[src/pll_cfg_pkg.sv]
// constants, field layouts and register map of the synthesizer config logic
// Notes on behaviour
// - reference tick is the crystal clock divided by sixteen.
// - feedback divider returns one tick per four times M VCO cycles.
// - post-divider divides VCO by 1, 2, 4 or 8, 50 percent duty.
// - post select 00 is /1, 01 is /2, 10 is /4, 11 is /8.
// - parallel port carries nine-bit M and two-bit N.
// - parallel values are captured on rising edge of the parallel strobe.
// - latches follow parallel inputs while strobe low; host holds inputs.
// - parallel strobe acts on level; low keeps latches transparent.
// - parallel configuration wins over serial when both are active.
// - idle pins: M, N, gate, parallel strobe high; serial pins low.
// - serial word is built in a fourteen-bit shift register.
// - shift register advances one bit per serial clock rising edge.
// - latches follow shift register while serial strobe high, hold on fall.
// - three-bit test select picks what the diagnostic output shows.
// - output gate changes only while output clock is low, no runts.
// - gate low stops the true leg low and complement leg high.
package pll_cfg_pkg;
    localparam int M_W = 9;
    localparam int N_W = 2;
    localparam int T_W = 3;
    localparam int SHIFT_LEN = 14;
    localparam int FB_W = 11;
    localparam int PIN_W = 17;
    localparam int ADDR_W = 32;
    localparam int DATA_W = 32;
    // division figures
    localparam logic [3:0] REF_DIV_LAST = 4'hF;
    localparam logic [1:0] FB_MULT_SHIFT = 2'h2;
    // serial word layout, first bit shifted ends at the top
    localparam int SER_M_LSB = 0;
    localparam int SER_N_LSB = 9;
    localparam int SER_T_LSB = 11;
    // synchroniser vector layout
    localparam int PIN_M = 0;
    localparam int PIN_N = 9;
    localparam int PIN_SDATA = 11;
    localparam int PIN_SCLOCK = 12;
    localparam int PIN_SLOAD = 13;
    localparam int PIN_PLOAD = 14;
    localparam int PIN_OE = 15;
    localparam int PIN_VCO = 16;
    // idle pin levels, also synchroniser reset values
    localparam logic [16:0] PIN_DEFAULTS = 17'h0C7FF;
    localparam logic [8:0] M_DEFAULT = 9'h1FF;
    localparam logic [1:0] N_DEFAULT = 2'h3;
    // post-divide select codes
    localparam logic [1:0] POST_DIV1 = 2'h0;
    localparam logic [1:0] POST_DIV2 = 2'h1;
    localparam logic [1:0] POST_DIV4 = 2'h2;
    localparam logic [1:0] POST_DIV8 = 2'h3;
    // diagnostic output select codes
    localparam logic [2:0] TEST_QUIET = 3'h0;
    localparam logic [2:0] TEST_REF = 3'h1;
    localparam logic [2:0] TEST_FB = 3'h2;
    localparam logic [2:0] TEST_VCO = 3'h3;
    localparam logic [2:0] TEST_OUT = 3'h4;
    localparam logic [2:0] TEST_HIGH = 3'h5;
    // bus register map
    localparam logic [7:0] REG_CTRL = 8'h00;
    localparam logic [7:0] REG_STATUS = 8'h04;
    localparam int CTRL_SOFTOFF = 0;
    localparam int STAT_M_LSB = 0;
    localparam int STAT_N_LSB = 9;
    localparam int STAT_T_LSB = 11;
    localparam int STAT_GATE = 16;
    localparam int STAT_PLOAD = 17;
    localparam int STAT_SLOAD = 18;
    localparam logic [2:0] HSIZE_WORD = 3'h2;
endpackage

[src/pll_synth_config_logic.sv]
// configuration, dividers and output gate of the clock synthesizer
`timescale 1ns/1ps
module pll_synth_config_logic (
    input wire logic mclk, // crystal oscillator clock
    input wire logic rst, // synchronous reset, active high
    input wire logic hsel, // ahb slave select
    input wire logic [pll_cfg_pkg::ADDR_W-1:0] haddr, // ahb address
    input wire logic [1:0] htrans, // ahb transfer type
    input wire logic hwrite, // ahb write
    input wire logic [2:0] hsize, // ahb size
    input wire logic [pll_cfg_pkg::DATA_W-1:0] hwdata, // ahb write data
    input wire logic hready, // ahb bus ready
    output logic hreadyout, // ahb slave ready
    output logic [pll_cfg_pkg::DATA_W-1:0] hrdata, // ahb read data
    output logic hresp, // ahb response, always okay
    input wire logic vcoClk, // vco clock from analog loop
    input wire logic [pll_cfg_pkg::M_W-1:0] mIn, // parallel feedback value
    input wire logic [pll_cfg_pkg::N_W-1:0] nIn, // parallel post select
    input wire logic pLoad, // parallel load strobe
    input wire logic sLoad, // serial load strobe
    input wire logic sClock, // serial shift clock
    input wire logic sData, // serial data
    input wire logic oe, // output gate request
    output logic refTickOut, // reference pulse to phase detector
    output logic fbTickOut, // feedback pulse to phase detector
    output logic diffClockOut, // synthesized clock, true leg
    output logic diffClockOutN, // synthesized clock, complement leg
    output logic testOut // diagnostic output
);
    import pll_cfg_pkg::*;

    typedef struct packed {
        logic [PIN_W-1:0] meta;
        logic [PIN_W-1:0] sync;
        logic vcoPrev;
        logic sClockPrev;
        logic [3:0] refCnt;
        logic refTick;
        logic [FB_W-1:0] fbCnt;
        logic fbTick;
        logic [2:0] postCnt;
        logic divOut;
        logic gate;
        logic clkOut;
        logic [M_W-1:0] activeM;
        logic [N_W-1:0] activeN;
        logic [T_W-1:0] activeT;
        logic [SHIFT_LEN-1:0] shiftReg;
        logic testSel;
        logic softOff;
        logic wrPend;
        logic [7:0] wrAddr;
        logic [DATA_W-1:0] rdata;
    } state_type;

    state_type st;
    state_type next_st;

    // last count of the feedback divider for a given M
    function automatic logic [FB_W-1:0] fbLast(input logic [M_W-1:0] m);
        logic [FB_W-1:0] full;
        full = {m, 2'h0};
        return full - 11'h001;
    endfunction

    // word-aligned register offset of a bus address
    function automatic logic [7:0] regOffset(input logic [ADDR_W-1:0] a);
        return {a[7:2], 2'h0};
    endfunction

    logic [PIN_W-1:0] pins;
    logic vcoS;
    logic vcoRise;
    logic sClockRise;
    logic sDataS;
    logic pLoadS;
    logic sLoadS;
    logic oeS;
    logic [M_W-1:0] mSync;
    logic [N_W-1:0] nSync;
    logic addrPhase;
    logic [DATA_W-1:0] statusWord;

    // gather pins into one synchroniser vector
    assign pins = {vcoClk, oe, pLoad, sLoad, sClock, sData, nIn, mIn};
    assign vcoS = st.sync[PIN_VCO];
    assign oeS = st.sync[PIN_OE];
    assign pLoadS = st.sync[PIN_PLOAD];
    assign sLoadS = st.sync[PIN_SLOAD];
    assign sDataS = st.sync[PIN_SDATA];
    assign mSync = st.sync[PIN_M +: M_W];
    assign nSync = st.sync[PIN_N +: N_W];
    assign vcoRise = vcoS & ~st.vcoPrev;
    assign sClockRise = st.sync[PIN_SCLOCK] & ~st.sClockPrev;
    assign addrPhase = hsel & hready & htrans[1];

    // status word shows the live configuration and gate
    always_comb begin
        statusWord = '0;
        statusWord[STAT_M_LSB +: M_W] = st.activeM;
        statusWord[STAT_N_LSB +: N_W] = st.activeN;
        statusWord[STAT_T_LSB +: T_W] = st.activeT;
        statusWord[STAT_GATE] = st.gate;
        statusWord[STAT_PLOAD] = pLoadS;
        statusWord[STAT_SLOAD] = sLoadS;
    end

    // next state of the whole block
    always_comb begin
        next_st = st;
        next_st.meta = pins;
        next_st.sync = st.meta;
        next_st.vcoPrev = vcoS;
        next_st.sClockPrev = st.sync[PIN_SCLOCK];
        // crystal divided by sixteen
        next_st.refTick = 1'b0;
        if (st.refCnt == REF_DIV_LAST) begin
            next_st.refCnt = 4'h0;
            next_st.refTick = 1'b1;
        end else begin
            next_st.refCnt = st.refCnt + 4'h1;
        end
        // feedback divider over four times M vco cycles
        next_st.fbTick = 1'b0;
        if (vcoRise) begin
            if (st.fbCnt >= fbLast(st.activeM)) begin
                next_st.fbCnt = '0;
                next_st.fbTick = 1'b1;
            end else begin
                next_st.fbCnt = st.fbCnt + 11'h001;
            end
            next_st.postCnt = st.postCnt + 3'h1;
        end
        // post-divider, each tap is a square wave
        case (st.activeN)
            POST_DIV1: next_st.divOut = vcoS;
            POST_DIV2: next_st.divOut = st.postCnt[0];
            POST_DIV4: next_st.divOut = st.postCnt[1];
            POST_DIV8: next_st.divOut = st.postCnt[2];
            default: next_st.divOut = vcoS;
        endcase
        // gate may change only while the output clock is low
        if (!st.divOut) begin
            next_st.gate = oeS & ~st.softOff;
        end
        next_st.clkOut = next_st.divOut & next_st.gate;
        // serial shift register
        if (sClockRise) begin
            next_st.shiftReg = {st.shiftReg[SHIFT_LEN-2:0], sDataS};
        end
        // configuration latches, parallel wins
        if (!pLoadS) begin
            next_st.activeM = mSync;
            next_st.activeN = nSync;
        end else if (sLoadS) begin
            next_st.activeM = st.shiftReg[SER_M_LSB +: M_W];
            next_st.activeN = st.shiftReg[SER_N_LSB +: N_W];
            next_st.activeT = st.shiftReg[SER_T_LSB +: T_W];
        end
        // diagnostic output select
        case (st.activeT)
            TEST_QUIET: next_st.testSel = 1'b0;
            TEST_REF: next_st.testSel = st.refCnt[3];
            TEST_FB: next_st.testSel = st.fbTick;
            TEST_VCO: next_st.testSel = vcoS;
            TEST_OUT: next_st.testSel = st.clkOut;
            TEST_HIGH: next_st.testSel = 1'b1;
            default: next_st.testSel = 1'b0;
        endcase
        // bus data phase write
        next_st.wrPend = 1'b0;
        if (st.wrPend && st.wrAddr == REG_CTRL) begin
            next_st.softOff = hwdata[CTRL_SOFTOFF];
        end
        // bus address phase
        if (addrPhase) begin
            next_st.wrPend = hwrite & (hsize == HSIZE_WORD);
            next_st.wrAddr = regOffset(haddr);
            case (regOffset(haddr))
                REG_CTRL: next_st.rdata = {31'h0, st.softOff};
                REG_STATUS: next_st.rdata = statusWord;
                default: next_st.rdata = '0;
            endcase
        end
    end

    // state register, pins reset to their idle levels
    always_ff @(posedge mclk) begin
        if (rst) begin
            st <= '0;
            st.meta <= PIN_DEFAULTS;
            st.sync <= PIN_DEFAULTS;
            st.activeM <= M_DEFAULT;
            st.activeN <= N_DEFAULT;
            st.activeT <= TEST_QUIET;
        end else begin
            st <= next_st;
        end
    end

    // outputs
    assign hreadyout = 1'b1;
    assign hresp = 1'b0;
    assign hrdata = st.rdata;
    assign refTickOut = st.refTick;
    assign fbTickOut = st.fbTick;
    assign diffClockOut = st.clkOut;
    assign diffClockOutN = ~st.clkOut;
    assign testOut = st.testSel;
endmodule

[config.mk]
export PLATFORM = sky130hd
export DESIGN_NAME = pll_synth_config_logic
export DESIGN_NICKNAME = d
export VERILOG_FILES = /design/src/pll_cfg_pkg.sv /design/src/pll_synth_config_logic.sv
export SDC_FILE = /design/constraint.sdc
export NUM_CORES = 1
export LEC_CHECK = 0
export BUFFER_PORTS_ARGS = -buffer_cell sky130_fd_sc_hd__buf_2
export CELL_PAD_IN_SITES_DETAIL_PLACEMENT = 1
export CELL_PAD_IN_SITES_GLOBAL_PLACEMENT = 1
export CORE_MARGIN = 3
export CORE_UTILIZATION = 42
export CTS_CLUSTER_SIZE = 25
export DETAILED_ROUTE_END_ITERATION = 8
export GPL_TIMING_DRIVEN = 0
export PLACE_DENSITY = 0.93
export SLEW_MARGIN = 40
export SYNTH_ARGS = -nofsm -noshare
export SYNTH_HDL_FRONTEND = slang
export SYNTH_SLANG_ARGS = --single-unit
[constraint.sdc]
create_clock -name mclk -period 4.4 [get_ports mclk]
set_input_delay 0.44 -clock mclk [delete_from_list [all_inputs] [get_ports mclk]]
set_output_delay 0.44 -clock mclk [all_outputs]
set_load 0.01 [all_outputs]
# [Word level (Yosys, flattened, before mapping)]
# Index checks and enable logic that the tools add are counted.
[word_totals] reg_bits=128 out_inout_bits=39 elab_cells=68
[op_classes] addsub=4 order_cmp=1 n_eq_ne=12 muxes=9 bitwise=13 n_reduce_logical=8
[ops] operator="one-hot mux 19 bit (2 select lines)" n=1
[ops] operator="2-to-1 mux 11 bit" n=2
[ops] operator="2-to-1 mux 14 bit" n=1
[ops] operator="adder 11 x 1 -> 11 bit, second input constant" n=1
[ops] operator="greater-or-equal comparator 11 bit" n=1
[ops] operator="subtractor 11 x 1 -> 11 bit, second input constant" n=1
[ops] operator="equality test 3 x 2 -> 1 bit, second input constant" n=3
[ops] operator="zero test 8 bit" n=1
[ops] operator="bitwise AND 1 bit" n=7
[ops] operator="equality test 3 bit, second input constant" n=2
[ops] operator="equality test 6 x 1 -> 1 bit, second input constant" n=1
[ops] operator="zero test 6 bit" n=1
[ops] operator="inverter 1 bit" n=6
[ops] operator="OR reduction 2 bit" n=3
[ops] operator="one-hot mux 1 bit (5 select lines)" n=1
[ops] operator="adder 4 x 1 -> 4 bit, second input constant" n=1
[ops] operator="equality test 2 bit, second input constant" n=2
[ops] operator="equality test 4 bit, second input constant" n=1
[ops] operator="one-hot mux 1 bit (4 select lines)" n=1
[ops] operator="adder 3 x 1 -> 3 bit, second input constant" n=1
[ops] operator="equality test 3 x 1 -> 1 bit, second input constant" n=1
[ops] operator="2-to-1 mux 1 bit" n=3
[ops] operator="equality test 2 x 1 -> 1 bit, second input constant" n=1
[ops] operator="zero test 2 bit" n=1
[ops] operator="other kinds (3)" n=3

# [Logic depth before layout (Yosys ltp)]
[depth] depth_word=4 ltp_mapped=10 mapped_depth_nobuf=10

# [Worst setup path after synthesis]
# Ideal clock, no wire load.
[synth_path] kind="register to register" start="reg st[62] (netlist bit)" end="reg st[81] (netlist bit)" arrival_ps=2258 setup_slack_ps=2062 path_stages_with_launch=11 synth_period_minus_slack_ps=2338 path_cell_list="dfxtp_1 -> inv_1 -> ha_1 -> nand3b_1 -> nor3_1 -> xnor2_1 -> ha_1 -> a21o_1 -> a31oi_1 -> a311oi_2 -> nor3_1"
[synth_via] elab_chain_cells=3
[synth_rtl] element="from (decl)" line_no="pll_synth_config_logic.sv:56" source="state_type st;"
[synth_rtl] element="from (signal assigned)" line_no="pll_synth_config_logic.sv:197" source="st <= next_st;"
[synth_rtl] element="subtractor 11 x 1 -> 11 bit" line_no="pll_synth_config_logic.sv:63" source="return full - 11'h001;"
[synth_rtl] element="greater-or-equal comparator 11 bit" line_no="pll_synth_config_logic.sv:126" source="if (st.fbCnt >= fbLast(st.activeM)) begin"
[synth_rtl] element="2-to-1 mux 11 bit" line_no="pll_synth_config_logic.sv:126"
# Every way passes these cells.
# A chain may end at the register's enable or synchronous reset.

# [Worst setup path in the final report]
[layout_path] start="reg st[64] (netlist bit)" end="reg st[88] (netlist bit)"
# Same word-level chain as after synthesis.

==> flow_summary.json <==
{
  "status": "finished clean",
  "area_growth_pct": 23.1,
  "drc": 0,
  "cts_resized": 0,
  "post_cts.repair.setup_buffers": 0,
  "cpMaxStageDelayCell": "a31oi_1",
  "cellPowerDensity_nw_per_um2": 447,
  "dr.first_iter.drc_count": 147,
  "ioPinCount": 130,
  "cts-root-buf": "clkbuf_8",
  "grt_pass1_wl_mm": 21.5,
  "num-fill-cells": 1223,
  "hold_start": "pLoad",
  "worst_skew_pair.late_latency_ps": 540,
  "finalSetupViolations": 0,
  "path_class": "reg -> reg",
  "antenna_found_initial": 0,
  "die-area_um2": 12500,
  "cts_buffers": 17,
  "r2r_cells": 9,
  "holdBufCountCts": 0,
  "ys_types": 44,
  "crit_family": "compound AO/OA/AOI/OAI gates",
  "regArea_um2": 2260,
  "synth_seq_area_share": 0.481,
  "die_x_um": 112,
  "vias_per_cell": 5.25,
  "netlist_area_um2": 4700,
  "finish.utilization": 0.546,
  "finalHoldViolCount": 0,
  "regToRegSetupSlack_ps": 1390,
  "crit_arrival_ps": 3460,
  "tns_ps": 0,
  "floorplan.initialDensity": 0.443,
  "numPortBuffers": 54,
  "min_to": "next_st[110]",
  "postSynthCellCount": 499,
  "grt-ovfl-total": 0,
  "path_clk_slew_ps": 60,
  "max_freq_mhz": 332,
  "drtPass1Iterations": 4,
  "r2r-end": "st[88]",
  "async_flop_share": 0,
  "final_common_cell": "dfxtp_1",
  "period_share": 0.684,
  "critPathLaunchType": "flip-flop",
  "ys.flop_type": "dfxtp_1",
  "rows": 37,
  "cp-end-kind": "flip-flop",
  "period_minus_slack_ps": 3010,
  "cp_common_cell": "nor3_1",
  "grt_max_degree": 17,
  "grt_use_total": 0.221,
  "die_y_um": 112,
  "worst_path_largest_cell_delay_ps": 480,
  "yosys_warnings": 0,
  "coreArea_um2": 10600,
  "drtAntennaViolNets": 0,
  "final_cell_mix": "dfxtp_1, buf_2, nand2_1, a21oi_1",
  "reg2reg_from": "st[64]",
  "wl_per_cell_um": 17.9,
  "p_leak_nw": 2.34,
  "antenna_cells": 0,
  "cts.path.max_buffers": 2,
  "via_count": 3854,
  "fin_area_um2": 5780,
  "avgSynthCellArea_um2": 9.42,
  "multi_input_area_um2": 2110,
  "peakVddDrop_mv": 0.262,
  "slew_headroom": 0.540,
  "cp_num_buf_inv": 0,
  "rsz0062_at_grt": "false",
  "worst_slew_pin_slew_ps": 690,
  "place_congestion": 0.860,
  "path_depth": 9,
  "drive_gt1_frac": 0.309,
  "placed_area_um2": 5200,
  "synth-seq-cells": 113,
  "synth_edf_count": 0,
  "critPathRequiredTime_ps": 4840,
  "cts_sinks": 113,
  "crit_fanout": 8,
  "wl_mm": 13.1,
  "cts.htree.levels": 4,
  "hold_class": "in -> reg",
  "num-nets-final": 691,
  "drv_slew": 0,
  "grt_pass1_vias": 4235,
  "hold_depth": 2,
  "cap_violations": 0,
  "path_cells": "nor3_1, nand3b_1, nor3_1, xnor2_1, ha_1, a21o_1, a31oi_1, a311oi_2, nor3_1",
  "fin_worst_skew_ps": 13.0,
  "cts_tree": "done",
  "dp_hpwl_mm": 9.17
}
## metal layers
metal / up-vias / wire (um) / track usage
li1: 1831 / - / -
met5: - / 0 / 0
met1: 1885 / 4900 / 0.225
met4: 0 / 250 / 0.104
met3: 28 / 737 / 0.0587
met2: 110 / 7250 / 0.414
## synth_stat cells, types with 7 or more instances
cell type	instances	area, um2
dfxtp_1	113	2260
nand2_1	56	210
a21oi_1	41	205
buf_4	35	263
or2_2	35	219
nor2_1	25	93.8
nor3_1	19	95.1
nor2b_1	14	87.6
ha_1	13	163
mux2i_1	12	120
xnor2_1	12	105
a22oi_2	10	125
clkbuf_1	10	37.5
nor2_2	10	62.6
nand3_1	9	45.0
nand4_1	7	43.8
## per-stage QoR
stage | worst slack [ps] | total power [mW] | instances | hold slack (ps)
3_3_place_gp | 1680 | 1.22 | 704 | 392
3_5_place_dp | 1520 | 1.23 | 704 | 400
6_report | 1390 | 2.59 | 734 | 81.3
5_1_grt | 1120 | 2.68 | 734 | 64.7
2_1_floorplan | 2060 | 1.18 | 514 | 389
4_1_cts | 1420 | 2.61 | 734 | 59.5
## logic make-up after synthesis
family                     count (synthesis)  synth area share
and+or+nand+nor                          203             0.229
DFF                                      113             0.481
AOI/OAI and AO/OA                         74             0.108
buffers and inverters                     63            0.0820
xor gates and xnor gates                  18            0.0335
adders and majority gates                 13            0.0346
muxes                                     13            0.0304
other                                      2           0.00160
## worst max path at each step
stage	from	to	slack (ps)
after floorplan	st[62]	st[81]	2060
final	st[64]	st[88]	1390
after CTS	st[62]	st[83]	1420
after detailed placement	st[62]	st[88]	1520
after global routing	st[64]	st[81]	1120
after global placement	st[62]	st[82]	1680
## power breakdown
group	switching, mW	internal [mW]	total, mW
Clock	0.504	0.874	1.38
Sequential	0.0221	1.05	1.07
Combinational	0.0762	0.0595	0.136
Total	0.602	1.98	2.59
## state kept, by name, summed over array words and instances (netlist names)
register,count
st,58
pLoadS,1
mSync,9
oeS,1
next_st,19
sDataS,1
diffClockOut,1
fbTickOut,1
testOut,1
hrdata,17
refTickOut,1
sLoadS,1
nSync,2
## cell type report
type	instances	area share
Sequential cell	113	0.391
Multi-Input combinational cell	338	0.364
Clock buffer	18	0.0740
Buffer	57	0.0627
Timing Repair Buffer	54	0.0467
Tap cell	136	0.0294
Clock inverter	12	0.0277
Inverter	6	0.00389
Note: power is estimated with default switching activity, not from simulation.
